$ cat src/include/pie_pkg.sv
// Constants for the partial instruction executor.
// Assumes a 14-bit instruction word, 8-bit data and a 13-bit program counter.
`default_nettype none
package pie_pkg;
    localparam int INSN_W  = 14;
    localparam int DATA_W  = 8;
    localparam int PC_W    = 13;
    localparam int ADDR_W  = 7;
    localparam int BIT_W   = 3;
    localparam int STACK_D = 8;
    localparam int SP_W    = 3;
    // Opcode patterns and masks.
    localparam logic [13:0] OP_BTSS_MASK = 14'h3C00;
    localparam logic [13:0] OP_BTSS_VAL  = 14'h1C00;
    localparam logic [13:0] OP_CALL_MASK = 14'h3800;
    localparam logic [13:0] OP_CALL_VAL  = 14'h2000;
    localparam logic [13:0] OP_CLEAR_MASK = 14'h3F80;
    localparam logic [13:0] OP_CLEAR_VAL  = 14'h0180;
    localparam logic [13:0] OP_MOVE_MASK  = 14'h3F00;
    localparam logic [13:0] OP_MOVE_VAL   = 14'h0800;
    localparam logic [13:0] OP_MOVW_MASK = 14'h3F80;
    localparam logic [13:0] OP_MOVW_VAL  = 14'h0080;
    localparam logic [13:0] OP_NOP_MASK  = 14'h3F9F;
    localparam logic [13:0] OP_NOP_VAL   = 14'h0000;
    localparam logic [13:0] OP_LDOPT     = 14'h0062;
    // Field positions.
    localparam int DEST_BIT  = 7;
    localparam int BSEL_LSB  = 7;
    localparam int CALL_W    = 11;
    localparam int LATCH_LSB = 3;
    // Reset values and the interrupt vector.
    localparam logic [PC_W-1:0]   PC_RESET  = 13'h0000;
    localparam logic [PC_W-1:0]   ISR_VEC   = 13'h0004;
    localparam logic [DATA_W-1:0] OPT_RESET = 8'hFF;
    localparam logic [DATA_W-1:0] ZERO_BYTE = 8'h00;
    localparam logic [SP_W-1:0]   SP_RESET  = 3'h0;
    typedef enum logic [1:0] {
        PIE_EXEC,
        PIE_FLUSH
    } pie_state_t;
endpackage
`default_nettype wire

$ cat src/rtl/pie_stack.sv
// Return-address stack, a circular array of program counter values.
// Assumes one push or one pop at most per cycle.
`timescale 1ns/10ps
`default_nettype none
module pie_stack (
    // Clock and reset
    input  wire logic                       sys_clk,
    input  wire logic                       reset,
    // Stack operations
    input  wire logic                       push,
    input  wire logic                       pop,
    input  wire logic [pie_pkg::PC_W-1:0]   push_value,
    output logic      [pie_pkg::PC_W-1:0]   top_of_stack_entry
);
    logic [pie_pkg::PC_W-1:0] entries [pie_pkg::STACK_D];
    logic [pie_pkg::SP_W-1:0] sp;

    // Overflow wraps silently, matching a small hardware stack.
    always_ff @(posedge sys_clk or posedge reset) begin
        if (reset) begin
            sp <= pie_pkg::SP_RESET;
        end else if (push) begin
            sp <= sp + 3'h1;
        end else if (pop) begin
            sp <= sp - 3'h1;
        end
    end

    always_ff @(posedge sys_clk) begin
        if (push) begin
            entries[sp] <= push_value;
        end
    end

    assign top_of_stack_entry = entries[sp - 3'h1];
endmodule
`default_nettype wire

$ cat src/rtl/pie_core.sv
// Executes a subset of the 14-bit instruction set, one instruction a cycle.
// Assumes the fetch path presents a word with insn_valid and that the file
// register read data for insn_word's address is available combinationally.
`timescale 1ns/10ps
`default_nettype none
module pie_core (
    // Clock and reset
    input  wire logic                           sys_clk,
    input  wire logic                           reset,
    // Instruction fetch
    input  wire logic                           insn_valid,
    input  wire logic [pie_pkg::INSN_W-1:0]     insn_word,
    input  wire logic                           irq_request,
    input  wire logic [pie_pkg::DATA_W-1:0]     program_counter_high_latch,
    // File register port
    input  wire logic [pie_pkg::DATA_W-1:0]     file_rdata,
    output logic      [pie_pkg::ADDR_W-1:0]     file_addr,
    output logic      [pie_pkg::DATA_W-1:0]     file_wdata,
    output logic                                file_we,
    // Core state
    output logic      [pie_pkg::PC_W-1:0]       program_counter,
    output logic      [pie_pkg::DATA_W-1:0]     working_accumulator,
    output logic                                zero_flag,
    output logic      [pie_pkg::DATA_W-1:0]     option_config,
    output logic      [pie_pkg::PC_W-1:0]       stack_top,
    output logic                                flushing
);
    pie_pkg::pie_state_t state;
    logic [pie_pkg::ADDR_W-1:0] f_addr;
    logic [pie_pkg::BIT_W-1:0]  bsel;
    logic is_btss, is_call, is_clear, is_move, is_movw, is_nop, is_ldopt;
    logic execute, take_irq, skip_taken, push;
    logic do_call, start_flush, write_file;
    logic [pie_pkg::PC_W-1:0] pc_plus1, call_target, ret_addr;

    assign f_addr   = insn_word[pie_pkg::ADDR_W-1:0];
    assign bsel     = insn_word[pie_pkg::BSEL_LSB +: pie_pkg::BIT_W];
    assign is_btss  = (insn_word & pie_pkg::OP_BTSS_MASK)
                      == pie_pkg::OP_BTSS_VAL;
    assign is_call  = (insn_word & pie_pkg::OP_CALL_MASK)
                      == pie_pkg::OP_CALL_VAL;
    assign is_clear = (insn_word & pie_pkg::OP_CLEAR_MASK)
                      == pie_pkg::OP_CLEAR_VAL;
    assign is_move  = (insn_word & pie_pkg::OP_MOVE_MASK)
                      == pie_pkg::OP_MOVE_VAL;
    assign is_movw  = (insn_word & pie_pkg::OP_MOVW_MASK)
                      == pie_pkg::OP_MOVW_VAL;
    assign is_nop   = (insn_word & pie_pkg::OP_NOP_MASK)
                      == pie_pkg::OP_NOP_VAL;
    assign is_ldopt = insn_word == pie_pkg::OP_LDOPT;

    // Interrupts are taken only between instructions, never in a flush cycle.
    assign execute     = insn_valid && state == pie_pkg::PIE_EXEC
                         && !irq_request;
    assign take_irq    = insn_valid && state == pie_pkg::PIE_EXEC
                         && irq_request;
    assign skip_taken  = execute && is_btss && file_rdata[bsel];
    assign do_call     = execute && is_call;
    assign start_flush = skip_taken || do_call || take_irq;
    assign pc_plus1    = program_counter + 13'h0001;
    assign call_target = {program_counter_high_latch[pie_pkg::LATCH_LSB +:
                          pie_pkg::PC_W - pie_pkg::CALL_W],
                          insn_word[pie_pkg::CALL_W-1:0]};
    // The interrupted word has not run, so its own address is the return.
    assign ret_addr    = take_irq ? program_counter : pc_plus1;
    assign push        = do_call || take_irq;
    assign write_file  = execute && (is_clear || is_movw ||
                         (is_move && insn_word[pie_pkg::DEST_BIT]));

    // Returns lie outside this subset, so only the push side is used here.
    pie_stack u_stack (
        .sys_clk            (sys_clk),
        .reset              (reset),
        .push               (push),
        .pop                (1'b0),
        .push_value         (ret_addr),
        .top_of_stack_entry ()
    );

    // A taken skip, a call or an interrupt entry spends the next cycle discarding the prefetch.
    always_ff @(posedge sys_clk or posedge reset) begin
        if (reset) begin
            state <= pie_pkg::PIE_EXEC;
        end else if (state == pie_pkg::PIE_FLUSH) begin
            state <= pie_pkg::PIE_EXEC;
        end else if (start_flush) begin
            state <= pie_pkg::PIE_FLUSH;
        end
    end

    always_ff @(posedge sys_clk or posedge reset) begin
        if (reset) begin
            program_counter <= pie_pkg::PC_RESET;
        end else if (take_irq) begin
            program_counter <= pie_pkg::ISR_VEC;
        end else if (do_call) begin
            program_counter <= call_target;
        end else if (state == pie_pkg::PIE_FLUSH || execute) begin
            program_counter <= pc_plus1;
        end
    end

    // Only the return address is saved on interrupt entry.
    always_ff @(posedge sys_clk or posedge reset) begin
        if (reset) begin
            working_accumulator <= pie_pkg::ZERO_BYTE;
        end else if (execute && is_move && !insn_word[pie_pkg::DEST_BIT]) begin
            working_accumulator <= file_rdata;
        end
    end

    always_ff @(posedge sys_clk or posedge reset) begin
        if (reset) begin
            zero_flag <= 1'b0;
        end else if (execute && is_clear) begin
            zero_flag <= 1'b1;
        end else if (execute && is_move) begin
            zero_flag <= file_rdata == pie_pkg::ZERO_BYTE;
        end
    end

    // The legacy option load is kept only for older code.
    always_ff @(posedge sys_clk or posedge reset) begin
        if (reset) begin
            option_config <= pie_pkg::OPT_RESET;
        end else if (execute && is_ldopt) begin
            option_config <= working_accumulator;
        end
    end

    always_ff @(posedge sys_clk or posedge reset) begin
        if (reset) begin
            file_we <= 1'b0;
        end else begin
            file_we <= write_file;
        end
    end

    always_ff @(posedge sys_clk or posedge reset) begin
        if (reset) begin
            file_addr <= '0;
        end else begin
            file_addr <= f_addr;
        end
    end

    always_ff @(posedge sys_clk or posedge reset) begin
        if (reset) begin
            file_wdata <= pie_pkg::ZERO_BYTE;
        end else if (is_clear) begin
            file_wdata <= pie_pkg::ZERO_BYTE;
        end else if (is_movw) begin
            file_wdata <= working_accumulator;
        end else begin
            file_wdata <= file_rdata;
        end
    end

    // The stack array has no reset, so its view is the last pushed value.
    always_ff @(posedge sys_clk or posedge reset) begin
        if (reset) begin
            stack_top <= pie_pkg::PC_RESET;
        end else if (push) begin
            stack_top <= ret_addr;
        end
    end

    always_ff @(posedge sys_clk or posedge reset) begin
        if (reset) begin
            flushing <= 1'b0;
        end else begin
            flushing <= start_flush;
        end
    end
endmodule
`default_nettype wire

$ cat config.mk
export PLATFORM = sky130hd
export DESIGN_NAME = pie_core
export DESIGN_NICKNAME = d
export VERILOG_FILES = /design/src/include/pie_pkg.sv /design/src/rtl/pie_stack.sv /design/src/rtl/pie_core.sv
export SDC_FILE = /design/constraint.sdc
export NUM_CORES = 1
export LEC_CHECK = 0
export ABC_CLOCK_PERIOD_IN_PS = 1950
export BUFFER_PORTS_ARGS = -buffer_cell sky130_fd_sc_hd__buf_2
export CORE_MARGIN = 2
export CORE_UTILIZATION = 40
export CTS_CLUSTER_SIZE = 14
export DETAILED_ROUTE_END_ITERATION = 8
export PLACE_DENSITY = 0.68
export SYNTH_ARGS = -nofsm -noshare
export SYNTH_HDL_FRONTEND = slang
export SYNTH_HIERARCHICAL = 1
export SYNTH_SLANG_ARGS = --single-unit
$ cat constraint.sdc
create_clock -name sys_clk -period 1.95 [get_ports sys_clk]
set_clock_uncertainty 0.2 [all_clocks]
set_input_delay 0.2925 -clock sys_clk [delete_from_list [all_inputs] [get_ports sys_clk]]
set_output_delay 0.2925 -clock sys_clk [all_outputs]
set_load 0.01 [all_outputs]
==> out/metrics.cfg, run 1 <==
[run_status]
status=completed

[die]
io_pins=94
core-area_mm2=0.00721
die_y_um=89.9
fp.dieW_um=89.9
num_rows=31
dieArea_mm2=0.00808
initial_utilization_pct=40.9

[clock_tree]
clkTransAtPathRegs_ns=0.07
htreeDepth=3
cts_tree=done
numCtsBuffers=9
clock_latency_ns=0.35
cts-root-buf=clkbuf_8
cts_sinks=61
clock_path_buffers=2

[final_layout]
nFillCells=636
syn2layout_area_growth_pct=40.3
layout_commonest_cell=buf_2
seqCellArea_mm2=0.00154
n_antenna_cell=0
multi_input_area_mm2=0.00134
fin_util_pct=57.3
final_nets=437
layout_common_cells=buf_2 (87), dfrtp_1 (53), buf_4 (37)
layout-drive-gt1-share_pct=44.2

[synth]
synth_compound_area_share_pct=15.7
synth_cells=267
synth_warnings=6
synth-main-ff-cell=dfrtp_1
synth_edf_count=0
async_flop_share_pct=100
yosys.area_share.simple_pct=15.5
muxShareOfSynthArea_pct=13.0
ys_types=50
synth_top_family_by_area=compound AO/OA/AOI/OAI gates
synthXorXnorAreaFrac_pct=0
synth_nets=302
syn_area_mm2=0.00295
synth-seq-cells=61
syn_avg_cell_area_um2=11.0
ys_seq_area_share_pct=52.1
synthAdderAreaFrac_pct=0.424

[routing]
ant_nets=0
wl_per_cell_um=16.0
via_count=2664
drtIter0Drc=117
vias_per_cell=5.26
wl_mm=8.11
drt-pass1-iter-count=4
remaining_drc_errors=0

[power_and_ir_drop]
p_per_area_mw_per_mm2=893
power.leakage_nw=2.08
ir_drop_mv=0.525

[grt]
grt_max_degree=62
grt_pass1_wl_mm=13.3
grtUsageTotal_pct=20.7
antenna_found_initial=0
grt-ovfl-total=0
grt_pass1_vias=2701

[worst_setup_path]
cp.arrival_ns=1.92
cp-end-kind=flop
start_kind=input pin
worstSetupPathType=input pin to flop
required_ns=1.99
critPathMaxFanout=8

[sta]
hold_viol=0
period_needed_ns=1.88
maxSlewHeadroom_pct=73.1
timing.final.max_slew_violations=0
setup_viol=0
period_share_pct=96.5
worst_pin_slew_ns=0.400
fin_setup_tns_ns=0
rsz0062_at_grt=true
max_freq_mhz=532

[placed_design]
hpwl_mm=5.88
io_buffers=87
gp_congestion=0.898

[run]
cap_violations=0

[min_path]
hold_class=input pin to flop

flip-flops by register name, indices dropped and copies added, names as in the netlist:
signal and flops:
program_counter 13, stack_top 13, file_wdata 8, option_config 8, working_accumulator 8, file_addr 7, file_we 1, flushing 1
state 1, zero_flag 1
cells by family (layout without fill, tap and decap cells):
kind of cell	Yosys count	after routing
adders and majority gates	1	1
AOI/OAI and AO/OA	72	72
buffers and inverters	22	162
DFF	61	61
muxes	33	33
and+or+nand+nor	78	78
per-stage QoR:
step | setup WS, ns | total power [W] | hold slack, ns | cell area (um^2) | std cells
after floorplan | -0.0873 | 0.00198 | 0.124 | 2960 | 267
after global placement | -0.227 | 0.00239 | 0.204 | 3800 | 480
after detailed placement | -0.261 | 0.00241 | 0.209 | 3800 | 480
after CTS | 0.0646 | 0.00371 | 0.0117 | 4120 | 506
after global routing | -0.0170 | 0.00388 | 0.0304 | 4140 | 506
final | 0.0689 | 0.00369 | 0.0246 | 4140 | 506
cell usage after synthesis (7+ instances only):
library cell	n	area (um^2)
nand3_1	7	35.0
mux2_2	16	180
o21ai_0	24	120
mux2i_1	15	150
nor3_1	10	50.1
clkbuf_1	9	33.8
inv_1	9	33.8
nor2_1	18	67.6
dfstp_2	8	210
dfrtp_1	53	1330
nand2_1	11	41.3
a21oi_1	15	75.1
critical path, cell delays in order:
cell and delay (ns):
buf_2 0.11, or4_4 0.58, or4b_4 0.64, mux2i_1 0.23, nor2_1 0.06
final cells by class:
cell class                      instances  share of cell area [%]
Sequential cell                        61                    37.1
Multi-Input combinational cell        184                    32.4
Timing Repair Buffer                  137                    21.1
Clock buffer                           12                    3.75
Tap cell                               99                    2.99
Clock inverter                          4                    1.69
Inverter                                9                   0.907
per-layer routing:
layer	vias up	track usage (%)	wire [um]	part of all wire, %
met3	14	5.03	556	6.9
met5	-	0	0	0
li1	1282	-	-	-
met2	106	33.5	3960	49
met4	0	10.5	160	2.0
met1	1262	25.9	3430	42
final timing paths:
check	start	to	slack, ns	cells after the start
setup / recovery	insn_word[13]	file_wdata[0]	0.07	5
hold / removal	file_rdata[0]	working_accumulator[0]	0.02	2
setup reg to reg	program_counter[1]	stack_top[12]	0.10	5
hold reg to reg	stack_top[12]	stack_top[12]	0.30	2
max in group asynchronous	reset	option_config[4]	0.84	4
min in group asynchronous	reset	file_we	0.38	4
where the power goes:
part | switching (W) | total (W) | internal, W
Combinational | 0.000488 | 0.000887 | 0.000398
Clock | 0.000492 | 0.00128 | 0.000785
Sequential | 0.000106 | 0.00153 | 0.00142
Total | 0.00109 | 0.00369 | 0.00261
what timing repair did:
action                                  4_1_cts  5_1_grt
hold endpoints to repair                     62        0
setup buffers                                 0        0
endpoints found under the setup margin        0        3
hold buffers                                 10        0
resized for setup                             0        3
Power figures use the tool's default switching activity.
==> run 2: changes to the inputs <==
Settings changed: CAP_MARGIN set to 25, PLACE_DENSITY 0.68 to 0.8.
==> run 2 against run 1 <==
Effect of this change: sequential power about the same; register-to-register slack about the same; first-iteration DRC count is 45% higher; final area is 1.9% lower; worst hold slack better by 0.0077 ns; critical path depth rose by 1; combinational power down 0.9%; wire length is 0.18% lower; cell count fell by 1.8%; sequential cell count unchanged; sequential share of layout area increased by 0.71 points; power down 1.3%; critical path type unchanged; critical endpoint is now option_config[3]; largest cell class unchanged; largest power group unchanged; highest routed layer unchanged.
==> out/metrics.cfg, run 2 (synthesis gave the netlist of run 1 again) <==
[sta]
maxSlewHeadroom_pct=70.7
period_share_pct=97.1
period_needed_ns=1.89
timing.final.max_slew_violations=0
setup_viol=0
max_freq_mhz=528
worst_pin_slew_ns=0.439
rsz0062_at_grt=false
hold_viol=0
fin_setup_tns_ns=0

[placed_design]
hpwl_mm=5.86
place_area_mm2=0.00373
io_buffers=87
gp_congestion=0.838

[clock_tree]
cts_tree=done
clock_latency_ns=0.34
cts_sinks=61
clock_path_buffers=2
cts-root-buf=clkbuf_8
htreeDepth=3
numCtsBuffers=9
clkTransAtPathRegs_ns=0.07

[worst_setup_path]
cp.depth=6
required_ns=2.01
r2r_start=program_counter[1]
crit_start=insn_word[4]
worstSetupPathType=input pin to flop
crit_path_top_delay_cell=dlygate4sd3_1
critPathMaxFanout=8
cp-end-kind=flop
r2r-end=stack_top[12]
slowest_delay_ns=0.53
crit_chain=dlygate4sd3_1, buf_2, nor3_1, nand4_2, buf_4, mux2_2
cp.arrival_ns=1.96
cpLargestDelayFamily=buffers and inverters
worst-path-buf-inv=3
start_kind=input pin
r2r_cells=5
rrSetupSlack_ns=0.11

[routing]
ant_nets=0
wl_per_cell_um=16.3
drtIter0Drc=170
remaining_drc_errors=0
wl_mm=8.10
drt-pass1-iter-count=5
vias_per_cell=5.46
via_count=2715

[die]
initial_utilization_pct=40.9
die_y_um=89.9
fp.dieW_um=89.9
num_rows=31
core-area_mm2=0.00721
dieArea_mm2=0.00808
io_pins=94

[grt]
grtUsageTotal_pct=20.7
antenna_found_initial=0
grt-ovfl-total=0
grt_max_degree=62
grt_pass1_vias=2730
grt_pass1_wl_mm=13.3

[final_layout]
fin_util_pct=56.3
n_antenna_cell=0
layout_common_cells=buf_2 (87), dfrtp_1 (53), buf_4 (27)
final_nets=428
layout-drive-gt1-share_pct=42.7
fin_area_mm2=0.00406
syn2layout_area_growth_pct=37.6
layout_commonest_cell=buf_2
reg.largest.list=program_counter: 13 flops, stack_top: 13 flops

[min_path]
hold_class=input pin to flop
min_to=working_accumulator[7]
hold_depth=2
worstHoldStart=file_rdata[7]

[power_and_ir_drop]
power.leakage_nw=2.04
p_per_area_mw_per_mm2=898
ir_drop_mv=0.622

[run_status]
status=completed

[run]
cap_violations=0

run 2: final cells by class:
type	instances	area [um^2]
Multi-Input combinational cell	184	1340
Fill cell	649	3160
Clock buffer	11	141
Inverter	9	37.5
Tap cell	99	124
Timing Repair Buffer	128	810
Sequential cell	61	1540
Clock inverter	5	75.1
run 2: repair_timing:
item	CTS	global route
endpoints found under the setup margin	0	10
hold buffers	10	0
gates resized for setup	0	3
endpoints found under the hold margin	62	0
setup buffers	0	0
run 2: report_power, final:
part           internal, W  switching, W
Combinational     0.000384      0.000494
Clock             0.000748      0.000486
Sequential         0.00142      0.000110
Total              0.00256       0.00109
run 2: worst max path at each step:
stage / end / slack (ns)
2_1_floorplan: file_wdata[0] / -0.09
3_3_place_gp: file_wdata[6] / -0.21
3_5_place_dp: file_wdata[6] / -0.23
4_1_cts: stack_top[12] / 0.09
5_1_grt: working_accumulator[5] / 0.003
6_report: option_config[3] / 0.06
run 2: layer usage:
metal	part of all wire [%]	global-route usage, %
met2	49	34.3
met1	41	25.2
met5	0	0
met3	8.3	6.71
met4	1.9	7.69
run 2: worst register-to-register path, delay by kind of cell (launching register included):
family / cells / cell delay, ns
compound gates: 1 / 0.10
fa+ha+maj: 1 / 0.27
flops: 1 / 0.42
simple gates: 3 / 0.76
run 2: stage by stage:
step	power [W]	hold WS, ns	instances	setup WS, ns
6_report	0.00365	0.0322	497	0.0559
5_1_grt	0.00383	0.0276	497	0.00321
4_1_cts	0.00366	0.0149	497	0.0891
3_5_place_dp	0.00240	0.208	471	-0.232
3_3_place_gp	0.00237	0.199	471	-0.211
2_1_floorplan	0.00198	0.124	267	-0.0873
